$ cat config.mk
export PLATFORM = sky130hd
export DESIGN_NAME = startup_reset_sequencer
export DESIGN_NICKNAME = d
export VERILOG_FILES = /design/src/startup_pkg.sv /design/src/startup_reset_sequencer.sv /design/src/lpo_monitor.sv
export SDC_FILE = /design/constraint.sdc
export NUM_CORES = 1
export LEC_CHECK = 0
export ABC_AREA = 1
export CORE_UTILIZATION = 58
export CTS_CLUSTER_SIZE = 8
export DETAILED_ROUTE_END_ITERATION = 8
export DONT_BUFFER_PORTS = 1
export GPL_ROUTABILITY_DRIVEN = 0
export GPL_TIMING_DRIVEN = 0
export PLACE_DENSITY_LB_ADDON = 0.3
export SKIP_CTS_REPAIR_TIMING = 1
export SLEW_MARGIN = 25
export SYNTH_ARGS = -nofsm -noshare
export SYNTH_HDL_FRONTEND = slang
export SYNTH_HIERARCHICAL = 1
export SYNTH_SLANG_ARGS = --single-unit
export TNS_END_PERCENT = 50
$ cat constraint.sdc
create_clock -name core_clk -period 1.6 [get_ports core_clk]
set_clock_uncertainty 0.2 [all_clocks]
set_input_delay 0.08 -clock core_clk [delete_from_list [all_inputs] [get_ports core_clk]]
set_output_delay 0.08 -clock core_clk [all_outputs]
set_load 0.02 [all_outputs]
$ cat src/startup_pkg.sv
// Behaviour
// [RULE1] Startup and boot are held off while the reset pin is low, or start from power-up under the power-on reset.
// [RULE2] Global reset stays active while either the reset pin or the power-on reset is asserted and releases with the later one.
// [RULE3] The power-on reset holds typically 3 ms after the core supply passes 0.8V, and never less than 1.5 ms.
// [RULE4] About 120 us after reset release the reference-clock request output is asserted.
// [RULE5] After reset release the chip stays in sleep for at least 4.2 ms before startup continues.
// [RULE6] The outside party has its reference and low-power clocks running before the 4.2 ms sleep ends.
// [RULE7] With no clock on the low-power clock input, its absence is detected and the internal low-power clock is used.
// [RULE8] The request delay and the sleep period are counted from global reset release on the always-running clock.
package startup_pkg;
   localparam int CLK_MHZ       = 200;
   localparam int POR_TYP_US    = 3000;
   localparam int POR_MIN_US    = 1500;
   localparam int CLK_REQ_US    = 120;
   localparam int SLEEP_MIN_US  = 4200;
   // low-power clock nominal period 30.52 us; declared absent after 100 us
   localparam int SLOW_GAP_US   = 100;
   localparam int SLOW_INT_HZ   = 32768;
   localparam int POR_TYP_CYC   = POR_TYP_US * CLK_MHZ;
   localparam int POR_MIN_CYC   = POR_MIN_US * CLK_MHZ;
   localparam int CLK_REQ_CYC   = CLK_REQ_US * CLK_MHZ;
   localparam int SLEEP_MIN_CYC = SLEEP_MIN_US * CLK_MHZ;
   localparam int SLOW_GAP_CYC  = SLOW_GAP_US * CLK_MHZ;
   localparam int SLOW_DIV_CYC  = (CLK_MHZ * 1000000) / SLOW_INT_HZ;
   localparam int CNT_W         = 20;
   localparam int SLOW_CNT_W    = 16;

   typedef enum logic [1:0] {
      ST_RESET = 2'b00,
      ST_WAIT  = 2'b01,
      ST_SLEEP = 2'b10,
      ST_RUN   = 2'b11
   } seq_state_t;

   typedef struct packed {
      logic global_rst_n;
      logic clk_req;
      logic sleeping;
      logic boot_run;
   } startup_status_t;

   typedef struct packed {
      logic use_internal;
      logic tick;
   } slow_clk_status_t;
endpackage : startup_pkg

$ cat src/startup_reset_sequencer.sv
`timescale 1ns/1ps
module startup_reset_sequencer #(
   parameter int POR_CYC   = startup_pkg::POR_TYP_CYC,
   parameter int REQ_CYC   = startup_pkg::CLK_REQ_CYC,
   parameter int SLEEP_CYC = startup_pkg::SLEEP_MIN_CYC,
   parameter int GAP_CYC   = startup_pkg::SLOW_GAP_CYC,
   parameter int DIV_CYC   = startup_pkg::SLOW_DIV_CYC
) (
   // clock and reset
   input  wire logic                        core_clk,
   input  wire logic                        reset_n,
   // pins
   input  wire logic                        ext_rst_n,
   input  wire logic                        core_supply_ok,
   input  wire logic                        low_power_oscillator,
   // startup status
   output startup_pkg::startup_status_t     status,
   // low-power clock selection
   output startup_pkg::slow_clk_status_t    slow_clk_status
);
   localparam int W = startup_pkg::CNT_W;
   // minimum hold scaled with the chosen hold, so shortened runs still check
   localparam int POR_MIN = (POR_CYC * startup_pkg::POR_MIN_US) /
                            startup_pkg::POR_TYP_US;

   logic [2:0]   meta_ff;
   logic [2:0]   sync_ff;
   logic         ext_asserted;
   logic         supply_good;
   logic [W-1:0] por_cnt_ff;
   logic         por_active_ff;
   logic [W-1:0] seq_cnt_ff;
   startup_pkg::seq_state_t state_ff;
   startup_pkg::seq_state_t nxt_state;
   startup_pkg::startup_status_t status_ff;

   assign ext_asserted = ~sync_ff[0];
   assign supply_good  = sync_ff[1];
   assign status       = status_ff;

   ////////////////////////////////////////////////////////////////////////
   // two-stage synchronisers for the pins
   always_ff @(posedge core_clk or negedge reset_n) begin
      if (!reset_n) begin
         meta_ff <= 3'h0;
         sync_ff <= 3'h0;
      end else begin
         meta_ff <= {low_power_oscillator, core_supply_ok, ext_rst_n};
         sync_ff <= meta_ff;
      end
   end

   ////////////////////////////////////////////////////////////////////////
   // power-on reset: held for POR_CYC after the supply is good
   always_ff @(posedge core_clk or negedge reset_n) begin
      if (!reset_n) begin
         por_cnt_ff    <= '0;
         por_active_ff <= 1'b1;
      end else if (!supply_good) begin
         por_cnt_ff    <= '0;
         por_active_ff <= 1'b1;                              // [RULE3]
      end else if (por_cnt_ff == W'(POR_CYC)) begin
         por_active_ff <= 1'b0;                              // [RULE3]
      end else begin
         por_cnt_ff    <= por_cnt_ff + W'(1);
      end
   end

   ////////////////////////////////////////////////////////////////////////
   // sequence counter, restarted at every global reset
   always_ff @(posedge core_clk or negedge reset_n) begin
      if (!reset_n) begin
         seq_cnt_ff <= '0;
      end else if (!status_ff.global_rst_n) begin
         seq_cnt_ff <= '0;                                   // [RULE8]
      end else if (seq_cnt_ff != W'(SLEEP_CYC)) begin
         seq_cnt_ff <= seq_cnt_ff + W'(1);                   // [RULE8]
      end
   end

   ////////////////////////////////////////////////////////////////////////
   // startup sequence
   always_comb begin
      nxt_state = state_ff;
      case (state_ff)
         startup_pkg::ST_RESET: begin
            if (status_ff.global_rst_n) begin
               nxt_state = startup_pkg::ST_WAIT;
            end
         end
         startup_pkg::ST_WAIT: begin
            if (seq_cnt_ff == W'(REQ_CYC)) begin
               nxt_state = startup_pkg::ST_SLEEP;            // [RULE4]
            end
         end
         startup_pkg::ST_SLEEP: begin
            if (seq_cnt_ff == W'(SLEEP_CYC)) begin
               nxt_state = startup_pkg::ST_RUN;              // [RULE5]
            end
         end
         startup_pkg::ST_RUN: begin
            nxt_state = startup_pkg::ST_RUN;
         end
         default: begin
            nxt_state = startup_pkg::ST_RESET;
         end
      endcase
      if (!status_ff.global_rst_n) begin
         nxt_state = startup_pkg::ST_RESET;                  // [RULE1]
      end
   end

   always_ff @(posedge core_clk or negedge reset_n) begin
      if (!reset_n) begin
         state_ff <= startup_pkg::ST_RESET;
      end else begin
         state_ff <= nxt_state;
      end
   end

   always_ff @(posedge core_clk or negedge reset_n) begin
      if (!reset_n) begin
         status_ff <= '{global_rst_n: 1'b0, clk_req: 1'b0,
                        sleeping: 1'b1, boot_run: 1'b0};
      end else begin
         // either source holds the chip; the later release wins
         status_ff.global_rst_n <= ~(ext_asserted | por_active_ff); // [RULE2]
         status_ff.clk_req      <= (nxt_state == startup_pkg::ST_SLEEP) ||
                                   (nxt_state == startup_pkg::ST_RUN); // [RULE4]
         status_ff.sleeping     <= (nxt_state != startup_pkg::ST_RUN);  // [RULE5]
         status_ff.boot_run     <= (nxt_state == startup_pkg::ST_RUN);  // [RULE1]
      end
   end

   slow_clk_monitor #(
      .GAP_CYC (GAP_CYC),
      .DIV_CYC (DIV_CYC)
   ) u_slow (
      .core_clk   (core_clk),
      .reset_n    (reset_n),
      .slow_level (sync_ff[2]),
      .slow_out   (slow_clk_status)
   );

   ////////////////////////////////////////////////////////////////////////
   // checks
   a_reset_hold: assert property ( // [RULE2]
      @(posedge core_clk) disable iff (!reset_n)
      (ext_asserted || por_active_ff) |=> !status_ff.global_rst_n)
      else $error("global reset released while a source holds it");

   a_reset_free: assert property ( // [RULE2]
      @(posedge core_clk) disable iff (!reset_n)
      (!ext_asserted && !por_active_ff) |=> status_ff.global_rst_n)
      else $error("global reset held with both sources released");

   a_por_min_hold: assert property ( // [RULE3]
      @(posedge core_clk) disable iff (!reset_n)
      $fell(por_active_ff) |-> por_cnt_ff >= W'(POR_MIN))
      else $error("power-on reset released too early");

   a_clk_req_time: assert property ( // [RULE4]
      @(posedge core_clk) disable iff (!reset_n)
      $rose(status_ff.clk_req) |-> $past(seq_cnt_ff) == W'(REQ_CYC))
      else $error("clock request at wrong time");

   a_sleep_min: assert property ( // [RULE5]
      @(posedge core_clk) disable iff (!reset_n)
      $fell(status_ff.sleeping) |-> $past(seq_cnt_ff) == W'(SLEEP_CYC))
      else $error("sleep ended before minimum period");

   a_count_restart: assert property ( // [RULE8]
      @(posedge core_clk) disable iff (!reset_n)
      !status_ff.global_rst_n |=> seq_cnt_ff == '0 ##1 !status_ff.clk_req)
      else $error("sequence counter not restarted by reset");

   a_boot_held: assert property ( // [RULE1]
      @(posedge core_clk) disable iff (!reset_n)
      !status_ff.global_rst_n |=> !status_ff.boot_run && status_ff.sleeping)
      else $error("boot ran while reset held");
endmodule : startup_reset_sequencer

$ cat src/lpo_monitor.sv
`timescale 1ns/1ps
module slow_clk_monitor #(
   parameter int GAP_CYC = startup_pkg::SLOW_GAP_CYC,
   parameter int DIV_CYC = startup_pkg::SLOW_DIV_CYC
) (
   // clock and reset
   input  wire logic                     core_clk,
   input  wire logic                     reset_n,
   // synchronised low-power clock level
   input  wire logic                     slow_level,
   // selected low-power clock
   output startup_pkg::slow_clk_status_t slow_out
);
   localparam int W = startup_pkg::SLOW_CNT_W;

   logic         last_ff;
   logic [W-1:0] gap_cnt_ff;
   logic [W-1:0] div_cnt_ff;
   logic         absent_ff;
   logic         ext_edge;
   logic         int_tick;
   startup_pkg::slow_clk_status_t out_ff;

   assign ext_edge = slow_level & ~last_ff;
   assign int_tick = (div_cnt_ff == W'(DIV_CYC - 1));
   assign slow_out = out_ff;

   always_ff @(posedge core_clk or negedge reset_n) begin
      if (!reset_n) begin
         last_ff <= 1'b0;
      end else begin
         last_ff <= slow_level;
      end
   end

   ////////////////////////////////////////////////////////////////////////
   // absence detector: no rising edge within the gap window
   always_ff @(posedge core_clk or negedge reset_n) begin
      if (!reset_n) begin
         gap_cnt_ff <= '0;
         absent_ff  <= 1'b1;
      end else if (ext_edge) begin
         gap_cnt_ff <= '0;
         absent_ff  <= 1'b0;
      end else if (gap_cnt_ff == W'(GAP_CYC)) begin
         absent_ff  <= 1'b1;                                 // [RULE7]
      end else begin
         gap_cnt_ff <= gap_cnt_ff + W'(1);
      end
   end

   ////////////////////////////////////////////////////////////////////////
   // internal low-power clock as an enable pulse
   always_ff @(posedge core_clk or negedge reset_n) begin
      if (!reset_n) begin
         div_cnt_ff <= '0;
      end else if (int_tick) begin
         div_cnt_ff <= '0;
      end else begin
         div_cnt_ff <= div_cnt_ff + W'(1);
      end
   end

   always_ff @(posedge core_clk or negedge reset_n) begin
      if (!reset_n) begin
         out_ff <= '{use_internal: 1'b1, tick: 1'b0};
      end else begin
         out_ff.use_internal <= absent_ff;                   // [RULE7]
         out_ff.tick         <= absent_ff ? int_tick : ext_edge;
      end
   end

   a_slow_fallback: assert property ( // [RULE7]
      @(posedge core_clk) disable iff (!reset_n)
      (gap_cnt_ff == W'(GAP_CYC)) && !ext_edge |=> ##1 out_ff.use_internal)
      else $error("internal low-power clock not chosen");

   a_slow_present: assert property ( // [RULE7]
      @(posedge core_clk) disable iff (!reset_n)
      ext_edge |=> ##1 !out_ff.use_internal)
      else $error("external low-power clock ignored");
endmodule : slow_clk_monitor

Yosys cells after proc, flatten, opt, wreduce, memory -nomap -nowiden
Index checks and enable logic that the tools add are counted.
{"block": "totals", "input_bits": 5, "word_cells": 60, "register_bits": 89}
{"block": "op_classes", "n_mux": 16, "bitwise_logic": 5, "addsub": 4, "n_reduce_logical": 3, "eq_ne": 16}
{"cell": "$mux 20", "n": 4}
{"cell": "$mux 16", "n": 3}
{"cell": "$add 20x1->20 const B", "n": 2}
{"cell": "$eq 20x20->1 const B", "n": 2}
{"cell": "$add 16x1->16 const B", "n": 2}
{"cell": "$eq 20x15->1 const B", "n": 1}
{"cell": "$ne 20x20->1 const B", "n": 1}
{"cell": "$eq 16x13->1 const B", "n": 1}
{"cell": "$eq 16x15->1 const B", "n": 1}
{"cell": "$eq 2x2->1 const B", "n": 4}
{"cell": "$pmux 2 s4", "n": 1}
{"cell": "$mux 2", "n": 3}
{"cell": "$ne 2x1->1 const B", "n": 3}
{"cell": "$mux 1", "n": 5}
{"cell": "$ne 2x2->1 const B", "n": 2}
{"cell": "$not 1->1", "n": 3}
{"cell": "$eq 2x1->1 const B", "n": 1}
{"cell": "$logic_not 2->1", "n": 1}
{"cell": "$reduce_bool 2->1", "n": 1}
{"cell": "$and 1x1->1", "n": 1}
{"cell": "$logic_or 1x1->1", "n": 1}
{"cell": "$or 1x1->1", "n": 1}

Logic depth before layout (Yosys ltp)
Gate-level depths: netlist of the first run.
{"block": "logic_depth", "ltp_word": 6, "depth_mapped": 9, "depth_no_buf": 9}

Modules after synthesis
The synthesis of the first run kept the hierarchy.
{"mod": "startup_reset_sequencer", "instances": 1, "cells_per_inst": 394, "area_per_inst_um2": 2871.5, "seq_area_each_um2": 1328.8}
{"mod": "slow_clk_monitor", "instances": 1, "cells_per_inst": 249, "area_per_inst_um2": 1926.8, "seq_area_each_um2": 903.4}

Worst setup path after synthesis of the first run
OpenSTA, ideal clock, no wires.
{"block": "synth_path", "path_kind": "reg-to-reg", "startpoint": "reg seq_cnt_ff[0]", "endpoint": "reg seq_cnt_ff[16]", "path_stages_with_launch": 8, "setup_slack_ns": 0.068, "path_buffers": 0, "required_ns": 1.268, "arrival_ns": 1.200, "setup_time_ns": 0.132, "period_less_slack_ns": 1.532, "path_cell_list": "dfrtp_1 -> ha_1 -> inv_1 -> nor2_2 -> nand2_1 -> nor2_1 -> xnor2_1 -> nor2_1"}
{"block": "synth_between", "elab_chain_cells": 3}
{"item": "start, declared", "line_no": "startup_reset_sequencer.sv:32", "source": "logic [W-1:0] seq_cnt_ff;"}
{"item": "start signal, assigned", "line_no": "startup_reset_sequencer.sv:77", "source": "seq_cnt_ff <= seq_cnt_ff + W'(1);"}
{"item": "$add 20x1->20", "line_no": "startup_reset_sequencer.sv:77"}
{"item": "$mux 20", "line_no": "startup_reset_sequencer.sv:76", "source": "end else if (seq_cnt_ff != W'(SLEEP_CYC)) begin"}
{"item": "$mux 20", "line_no": "startup_reset_sequencer.sv:74", "source": "end else if (!status_ff.global_rst_n) begin"}
Parallel ways exist; a longest one is shown, timed or not. The select of a mux whose other input is x is not followed.
A chain may end at the register's enable or synchronous reset.

Worst setup path after layout of the first run
{"block": "layout_path", "startpoint": "reg por_cnt_ff[0]", "endpoint": "reg por_cnt_ff[0]"}
{"block": "layout_between", "elab_chain_cells": 3}
{"item": "start, declared", "line_no": "startup_reset_sequencer.sv:30", "source": "logic [W-1:0] por_cnt_ff;"}
{"item": "start signal, assigned", "line_no": "startup_reset_sequencer.sv:65", "source": "por_cnt_ff <= por_cnt_ff + W'(1);"}
{"item": "$add 20x1->20", "line_no": "startup_reset_sequencer.sv:65"}
{"item": "$mux 20", "line_no": "startup_reset_sequencer.sv:62", "source": "end else if (por_cnt_ff == W'(POR_CYC)) begin"}
{"item": "$mux 20", "line_no": "startup_reset_sequencer.sv:59", "source": "end else if (!supply_good) begin"}
Parallel ways exist; a longest one is shown, timed or not. The select of a mux whose other input is x is not followed.

==> reports/metrics.csv, run 1 <==
stage;metric;value;unit
outcome;outcome;finished with violations;
outcome;failing checks;negative hold slack, negative setup slack;
clocking;clk slew on worst S/H paths;0.10;ns
timing;Sum Neg Setup Slack;-0.206;ns
floorplan;Initial Utilization;61.1;%
clocking;clock buffers created by TritonCTS;9;
global_routing;largest net degree at the start of global routing;90;
floorplan;core footprint;7850;µm²
critical_path;Worst EP arrival;1.76;ns
routing;DRT Wirelength;10200;µm
yosys;Synth cell types;31;
yosys;Mean Syn Cell Area;7.46;µm²
global_routing;initial antenna violation count;0;
global_routing;global route overflow;0;
final_layout;area occupied by multi-input gates;2410;µm²
timing;Hold Vio Cnt, Final;89;
critical_path;critical path startpoint category;flop;
timing;post-route minimum period;1.66;ns
critical_path;max incr delay on CP;0.43;ns
global_routing;global-route wire length before repair;16200;µm
routing;DRT antenna net count;0;
critical_path;R2R depth;8;
critical_path;FF-to-FF setup slack;-0.06;ns
timing;fin. max-slew vios;0;
floorplan;die width;93.0;µm
placement;DP Wirelength;6770;µm
floorplan;Die Area;8640;µm²
critical_path;Req. time, crit path;1.70;ns
yosys;mapped cell area;4800;µm²
final_layout;most frequent cells in the layout;nand2_1 (145), nor2_1 (120), inv_1 (78);
clocking;clock buffer depth;2;
critical_path;R2R Path End;por_cnt_ff[0];
critical_path;worst-path fanout max;4;
final_layout;Area Growth Syn to Fin;13.8;%
final_layout;most common cell after layout, fill and taps aside;nand2_1;
clocking;H-tree depth;3;
routing;vias;4124;
routing;Pre-antenna DRT Iters;4;
yosys;synthesis-stage register bit count;89;
power_and_ir_drop;power per cell area;760;nW/µm²
yosys;syn_nets;656;
routing;Routed wire per std cell;13.2;µm
timing;Hold WS;-0.797;ns
routing;DR iter-0 viols;195;
final_layout;FILL cells;627;
timing;crit share post-route;104;%
timing;Slew @ Worst Pin;0.450;ns
clocking;worst-skew pair later-pin latency;0.36;ns
routing;vias per std cell;5.31;
critical_path;Setup crit end kind;flop;
critical_path;Critical Setup Path Class;reg2reg;
critical_path;Worst Setup SP;por_cnt_ff[0];
clocking;CTS root buf;clkbuf_8;
hold_path;worst min-delay path class;in2async;
final_layout;Reg area;2240;µm²
clocking;clock sinks;89;
final_layout;ant diodes;0;
yosys;sequential area share after synthesis;46.5;%
critical_path;slowest stage cell on the critical path;dfrtp_1;
placement;port buffer count;0;
critical_path;Critical R2R Launch;por_cnt_ff[0];
timing;count of final setup violators;6;
flow_run;Maximum Capacitance Violations;0;
power_and_ir_drop;cell leakage power;2.38;nW
final_layout;Final #Nets;682;
timing;Slew headroom;70.0;%
timing;fmax;0.602;GHz
global_routing;Total Routing Usage GR;23.8;%
routing;number of remaining DRC errors;0;
floorplan;chip height;93.0;µm
floorplan;total I/O pin count;11;
yosys;yosys warns;6;
timing;RSZ-0062 raised after global routing;true;
critical_path;CP Capture Point;por_cnt_ff[0];
floorplan;Row Count;32;
timing;worst setup margin;-0.0606;ns
final_layout;layout cells sized above 1;16.6;%
clocking;CTS tree;yes;
global_routing;vias in the first global route;3728;
power_and_ir_drop;VDD IR max;0.000446;V
critical_path;critical-path cell list;inv_2 > ha_1 > nand2_1 > nor3_2 > nand3_1 > nor2_2 > nand3_1 > nand2_1;
yosys;Synth Instances;643;
Yosys cell counts, drive strengths merged:
cell	count	area, µm²
nor3	13	70.1
dfrtp	85	2130
clkbuf	3	21.3
a211oi	1	7.51
and3	1	6.26
clkinv	1	5.00
a21oi	20	100
nor3b	1	7.51
inv	82	308
nand2	160	621
nand3	54	275
buf	2	16.3
nand3b	3	22.5
ha	8	100
dfstp	4	105
xor2	18	158
nor2	148	621
nand4	12	75.1
xnor2	4	35.0
a31oi	2	12.5
o21ai	21	105
cells by family after synthesis:
family,count (synthesis),share of synthesized area [%]
AO/OA/AOI/OAI,44,4.69
XOR/XNOR,22,4.02
adder cells (fa/ha/maj),8,2.09
buffers and inverters,88,7.30
flip-flops,89,46.5
AND/OR/NAND/NOR,392,35.4
layer usage:
layer / track usage [%] / wire [µm] / vias up
met4: 6.92 / 238 / 0
met5: 0 / 0 / -
met3: 5.01 / 389 / 23
met1: 32.3 / 4750 / 1934
met2: 38.6 / 4850 / 106
li1: - / - / 2061
how the worst min path moves through the flow:
stage          slack (ns)     from                     to
3_3_place_gp        -0.41  reset_n   u_slow/gap_cnt_ff[1]
3_5_place_dp        -0.41  reset_n   u_slow/gap_cnt_ff[0]
6_report            -0.80  reset_n   u_slow/gap_cnt_ff[2]
5_1_grt             -0.82  reset_n   u_slow/gap_cnt_ff[0]
4_1_cts             -0.81  reset_n  u_slow/div_cnt_ff[15]
2_1_floorplan       -0.42  reset_n             meta_ff[0]
area by class of cell:
cell class / instances / share of cell area [%]
buffer: 5 / 0.710
inverter: 83 / 5.79
clock buffer: 9 / 2.27
sequential: 89 / 41.1
timing repair buffer: 15 / 2.20
tap: 102 / 2.34
multi-input combinational: 466 / 44.2
clock inverter: 7 / 1.44
power breakdown:
part | internal, mW | switching [mW] | total (mW)
Sequential | 2.30 | 0.0662 | 2.37
Clock | 0.738 | 0.849 | 1.59
Combinational | 0.0949 | 0.104 | 0.199
state kept, by name, indices dropped and copies added (netlist names):
| signal | flops |
|---|---|
| status | 4 |
| u_slow/gap_cnt_ff | 16 |
| u_slow/last_ff | 1 |
| state_ff | 2 |
| por_cnt_ff | 20 |
| por_active_ff | 1 |
| meta_ff | 3 |
| seq_cnt_ff | 20 |
| u_slow/slow_out | 2 |
| sync_ff | 3 |
| u_slow/absent_ff | 1 |
| u_slow/div_cnt_ff | 16 |
critical path: cells and delay by family, from the launching register on:
kind	cells	cell delay, ns
buf+inv	1	0.11
flops	1	0.43
simple gates	6	0.65
fa+ha+maj	1	0.22
stage by stage:
stage / setup WS (ns) / util (%) / cell area, µm² / std cells / power [mW]
2_1_floorplan: 0.0679 / - / 4800 / 643 / 2.51
3_3_place_gp: -0.0660 / 62.8 / 4930 / 745 / 2.54
3_5_place_dp: -0.153 / 62.8 / 4930 / 745 / 2.55
4_1_cts: -0.184 / 65.4 / 5130 / 761 / 4.13
5_1_grt: -0.165 / 69.6 / 5460 / 776 / 4.31
6_report: -0.0606 / 69.6 / 5460 / 776 / 4.15
(Power assumes the default switching activity.)
==> run 2, diff against run 1 <==
- CORE_UTILIZATION: 58 -> 40
==> run 2 against run 1 <==
Worst hold slack improved by 0.024 ns. Highest routed layer unchanged. Flip-flop and latch count unchanged. Count of clock-buffer cells in the layout rose by 1. Maximum frequency up 2.2%. Combinational power increased by 6%. Total power rose by 16%. First-iteration DRC count increased by 8.7%. Non-clock buffer count increased by 1. Critical path type unchanged. Cell area increased by 2.9%. Register-to-register slack better by 0.04 ns. The flow still finishes with violations (negative hold slack, negative setup slack).
==> reports/metrics.csv, run 2 (synthesized netlist as in run 1, its figures left out) <==
stage;metric;value;unit
outcome;outcome;finished with violations;
outcome;failing checks;negative hold slack, negative setup slack;
power_and_ir_drop;cell leakage power;2.44;nW
timing;post-route minimum period;1.62;ns
critical_path;worst-path fanout max;7;
critical_path;Req. time, crit path;1.67;ns
flow_run;Maximum Capacitance Violations;0;
hold_path;worst min-delay path class;in2async;
final_layout;most common cell after layout, fill and taps aside;nand2_1;
critical_path;Critical Setup Path Class;reg2reg;
critical_path;FF-to-FF setup slack;-0.02;ns
critical_path;slowest stage cell on the critical path;dfrtp_1;
routing;DRT Wirelength;10400;µm
timing;worst setup margin;-0.0247;ns
routing;DRT antenna net count;0;
timing;Slew @ Worst Pin;0.441;ns
global_routing;vias in the first global route;3900;
timing;fmax;0.616;GHz
critical_path;R2R depth;9;
placement;DP Wirelength;7030;µm
critical_path;critical-path cell list;ha_2 > nand2_2 > nor2_4 > nand2_4 > inv_6 > nand3_2 > nand2_1 > nand2_1 > nor2_1;
final_layout;Final #Nets;683;
timing;Hold WS;-0.772;ns
routing;Pre-antenna DRT Iters;5;
global_routing;initial antenna violation count;0;
clocking;CTS root buf;clkbuf_16;
clocking;clock buffers created by TritonCTS;9;
floorplan;core footprint;11600;µm²
clocking;CTS tree;yes;
routing;vias per std cell;5.01;
critical_path;critical path startpoint category;flop;
placement;port buffer count;0;
timing;crit share post-route;102;%
power_and_ir_drop;power per cell area;856;nW/µm²
critical_path;Setup crit end kind;flop;
floorplan;chip height;112;µm
critical_path;Crit path top cell by count;nand2_1;
global_routing;global route overflow;0;
timing;Hold Vio Cnt, Final;89;
routing;Routed wire per std cell;12.7;µm
clocking;H-tree depth;3;
floorplan;Die Area;12400;µm²
final_layout;FILL cells;1085;
power_and_ir_drop;total power;4.81;mW
timing;fin. max-slew vios;0;
routing;vias;4099;
final_layout;Area Growth Syn to Fin;17.1;%
final_layout;ant diodes;0;
routing;DR iter-0 viols;212;
global_routing;Total Routing Usage GR;17.5;%
critical_path;R2R Path End;por_cnt_ff[16];
final_layout;layout cells sized above 1;16.1;%
placement;Placed Area;4980;µm²
timing;Slew headroom;70.6;%
clocking;clock buffer depth;2;
timing;RSZ-0062 raised after global routing;true;
clocking;clock sinks;89;
global_routing;largest net degree at the start of global routing;90;
floorplan;total I/O pin count;11;
floorplan;Row Count;39;
clocking;clk slew on worst S/H paths;0.07;ns
global_routing;global-route wire length before repair;17500;µm
final_layout;design area;5620;µm²
clocking;worst-skew pair later-pin latency;0.35;ns
routing;number of remaining DRC errors;0;
critical_path;Worst EP arrival;1.69;ns
critical_path;Critical R2R Launch;por_cnt_ff[0];
floorplan;Initial Utilization;41.5;%
critical_path;max incr delay on CP;0.41;ns
final_layout;most frequent cells in the layout;nand2_1 (149), nor2_1 (114), dfrtp_1 (83);
power_and_ir_drop;VDD IR max;0.000496;V
floorplan;die width;112;µm
timing;count of final setup violators;1;
final_layout;largest registers;por_cnt_ff: 20 flops, seq_cnt_ff: 20 flops;
-- run 2: cell types whose count changed in the layout (fill, tap and decap cells not counted), sizes merged --
cell | previous run | this run
inv | 85 | 83
buf | 14 | 15
bufinv | 1 | 2
clkbuf | 12 | 13
clkinv | 2 | 3
clkinvlp | 2 | 1
-- run 2: worst max-delay path by stage --
stage | end | slack (ns) | startpoint | depth (start not counted)
3_5_place_dp | seq_cnt_ff[14] | -0.18 | seq_cnt_ff[0] | 6
4_1_cts | seq_cnt_ff[14] | -0.20 | seq_cnt_ff[0] | 6
6_report | por_cnt_ff[16] | -0.02 | por_cnt_ff[0] | 9
3_3_place_gp | seq_cnt_ff[14] | -0.12 | seq_cnt_ff[0] | 6
2_1_floorplan | seq_cnt_ff[16] | 0.07 | seq_cnt_ff[0] | 7
5_1_grt | por_cnt_ff[16] | -0.14 | por_cnt_ff[0] | 9
-- run 2: routing by layer --
layer / vias up / wire length [µm] / GRT usage (%)
met4: 0 / 178 / 7.30
met1: 1946 / 4810 / 22.8
met2: 75 / 5010 / 28.2
met3: 17 / 374 / 3.86
li1: 2061 / - / -
met5: - / 0 / 0
-- run 2: where the power goes --
part / switching [mW] / internal, mW
sequential: 0.0587 / 2.30
clock: 0.877 / 1.36
combinational: 0.113 / 0.0984
-- run 2: cell type report --
| cell class | count | area [µm²] | area share (%) |
|---|---|---|---|
| multi-input cells | 466 | 2410 | 42.9 |
| flip-flops and latches | 89 | 2230 | 39.8 |
| inverters | 83 | 319 | 5.68 |
| clock buffers | 10 | 229 | 4.07 |
| well taps | 143 | 179 | 3.18 |
| repair buffers | 16 | 128 | 2.27 |
| clock inverters | 6 | 82.6 | 1.47 |
| plain buffers | 5 | 38.8 | 0.690 |
-- run 2: metrics by stage --
stage          hold WS, ns  utilization, %  instances  worst slack (ns)  setup TNS [ns]
6_report            -0.772            48.6        818           -0.0247         -0.0247
5_1_grt             -0.791            48.6        818            -0.145          -0.771
4_1_cts             -0.782            45.7        802            -0.201           -1.28
3_5_place_dp        -0.411            43.0        786            -0.179           -1.03
3_3_place_gp        -0.411            43.0        786            -0.121          -0.361
2_1_floorplan       -0.416               -        643            0.0679               0
-- run 2: worst max-delay path, delay by kind of cell (launching register included) --
kind,cells,cell delay [ns]
AND/OR/NAND/NOR,7,0.63
flip-flops,1,0.41
adder cells (fa/ha/maj),1,0.22
buffers and inverters,1,0.10
==> run 3, diff against run 2 <==
--- a/constraint.sdc
+++ b/constraint.sdc
@@ -3,3 +3,3 @@
 set_input_delay 0.08 -clock core_clk [delete_from_list [all_inputs] [get_ports core_clk]]
 set_output_delay 0.08 -clock core_clk [all_outputs]
-set_load 0.02 [all_outputs]
+set_load 0.01 [all_outputs]
==> run 3 against run 2 <==
The flow still finishes with violations (negative hold slack, negative setup slack). Clock power about the same. Flip-flop and latch count unchanged. Sequential share of layout area decreased by 0.11 points. Worst hold slack improved by 0.0010 ns. Total power about the same. Sequential power about the same. Global-route usage unchanged. Final cell count increased by 0.24%. Register-to-register slack about the same. Setup slack about the same. Via count increased by 0.22%. Critical path depth unchanged.
==> reports/metrics.csv, run 3 (synthesized netlist as in run 1, its figures left out) <==
stage;metric;value;unit
outcome;outcome;finished with violations;
outcome;failing checks;negative hold slack, negative setup slack;
global_routing;global route overflow;0;
clocking;CTS root buf;clkbuf_16;
timing;Hold WS;-0.771;ns
routing;vias per std cell;5.01;
routing;DR iter-0 viols;209;
clocking;clock sinks;89;
power_and_ir_drop;Switch Pwr;1.05;mW
timing;count of final setup violators;1;
global_routing;initial antenna violation count;0;
timing;Slew @ Worst Pin;0.363;ns
floorplan;Row Count;39;
final_layout;area occupied by multi-input gates;2420;µm²
final_layout;layout cells sized above 1;16.5;%
timing;crit share post-route;102;%
timing;fin. max-slew vios;0;
floorplan;core footprint;11600;µm²
floorplan;total I/O pin count;11;
floorplan;Die Area;12400;µm²
hold_path;worst min-delay path class;in2async;
routing;vias;4108;
critical_path;Critical Setup Path Class;reg2reg;
critical_path;Worst EP arrival;1.69;ns
placement;Placed Area;4980;µm²
flow_run;Maximum Capacitance Violations;0;
timing;RSZ-0062 raised after global routing;true;
clocking;clock buffer depth;2;
global_routing;largest net degree at the start of global routing;90;
placement;Inst Count DP;786;
power_and_ir_drop;clock power share;46.5;%
floorplan;chip height;112;µm
final_layout;Area Growth Syn to Fin;17.4;%
final_layout;design area;5640;µm²
timing;post-route minimum period;1.62;ns
clocking;clock buffers created by TritonCTS;9;
critical_path;Setup crit end kind;flop;
final_layout;FILL cells;1085;
clocking;H-tree depth;3;
routing;DRT Wirelength;10400;µm
global_routing;global-route wire length before repair;17500;µm
routing;DRT antenna net count;0;
floorplan;die width;112;µm
power_and_ir_drop;sw frac;21.8;%
clocking;clk slew on worst S/H paths;0.06;ns
timing;Hold Vio Cnt, Final;89;
critical_path;critical path startpoint category;flop;
power_and_ir_drop;register share of total power;49.1;%
final_layout;Layout Cells excl Fill;820;
critical_path;worst-path fanout max;7;
power_and_ir_drop;Comb pwr share;4.4;%
final_layout;Reg area;2230;µm²
floorplan;Initial Utilization;41.5;%
placement;Setup WS pre-CTS;-0.179;ns
clocking;CTS tree;yes;
power_and_ir_drop;Internal;3.76;mW
global_routing;Total Routing Usage GR;17.5;%
final_layout;ant diodes;0;
routing;number of remaining DRC errors;0;
placement;port buffer count;0;
power_and_ir_drop;cell leakage power;2.44;nW
power_and_ir_drop;power per cell area;853;nW/µm²
final_layout;largest registers;por_cnt_ff: 20 flops, seq_cnt_ff: 20 flops;
final_layout;most frequent cells in the layout;nand2_1 (148), nor2_1 (114), dfrtp_1 (83);
critical_path;Req. time, crit path;1.67;ns
clocking;worst-skew pair later-pin latency;0.35;ns
timing;Slew headroom;75.8;%
global_routing;vias in the first global route;3900;
routing;Pre-antenna DRT Iters;5;
power_and_ir_drop;VDD IR max;0.000496;V
routing;Routed wire per std cell;12.7;µm
timing;fmax;0.616;GHz
final_layout;most common cell after layout, fill and taps aside;nand2_1;
placement;DP Wirelength;7030;µm
final_layout;Final #Nets;685;
timing;worst setup margin;-0.0246;ns
## run 3: cell count changes in the layout (fill, tap and decap cells not counted)
cell	previous run	this run
buf_4	13	14
nand2_1	149	148
nand2_2	9	10
nor2_2	25	26
## run 3: cell type report
| cell class | count | share of cell area (%) |
|---|---|---|
| plain buffers | 5 | 0.688 |
| clock buffers | 10 | 4.06 |
| clock inverters | 6 | 1.47 |
| inverters | 83 | 5.66 |
| multi-input cells | 467 | 42.9 |
| flip-flops and latches | 89 | 39.7 |
| well taps | 143 | 3.17 |
| repair buffers | 17 | 2.40 |
## run 3: stage by stage
stage	setup TNS [ns]	utilization, %	power (mW)
after floorplan	0	-	2.51
after global placement	-0.355	43.0	2.54
after detailed placement	-1.03	43.0	2.55
after CTS	-1.28	45.7	4.80
after global routing	-0.873	48.7	5.01
final	-0.0246	48.7	4.81
## run 3: critical path, cell delays in order, from the launching register on
cell	delay [ns]
dfrtp_1	0.41
ha_2	0.22
nand2_2	0.07
nor2_4	0.18
nand2_4	0.10
inv_6	0.10
nand3_2	0.06
nand2_1	0.08
nand2_1	0.04
nor2_1	0.10
## run 3: worst paths after layout
check | start | endpoint | slack [ns] | cells after the start
worst max-delay path | por_cnt_ff[0] | por_cnt_ff[16] | -0.02 | 9
worst min-delay path | reset_n | u_slow/div_cnt_ff[13] | -0.77 | 0
worst max register to register | por_cnt_ff[0] | por_cnt_ff[16] | -0.02 | 9
worst min register to register | meta_ff[2] | sync_ff[2] | 0.15 | 0
max in group asynchronous | reset_n | u_slow/slow_out[1] | 1.70 | 0
min in group core_clk | ext_rst_n | meta_ff[0] | 0.09 | 1
## run 3: routing by layer
layer  routed length (µm)  vias to the layer above  GRT usage [%]
met2                 5030                       71           28.2
met1                 4860                     1954           22.8
met4                  167                        0           7.30
li1                     -                     2066              -
met3                  361                       17           3.86
met5                    0                        -              0
## run 3: power groups by stage
stage / Combinational [mW] / Clock, mW / Sequential [mW]
4_1_cts: 0.150 / 2.29 / 2.36
2_1_floorplan: 0.123 / 0 / 2.38
3_3_place_gp: 0.144 / 0 / 2.40
6_report: 0.211 / 2.24 / 2.36
3_5_place_dp: 0.149 / 0 / 2.40
5_1_grt: 0.238 / 2.41 / 2.36
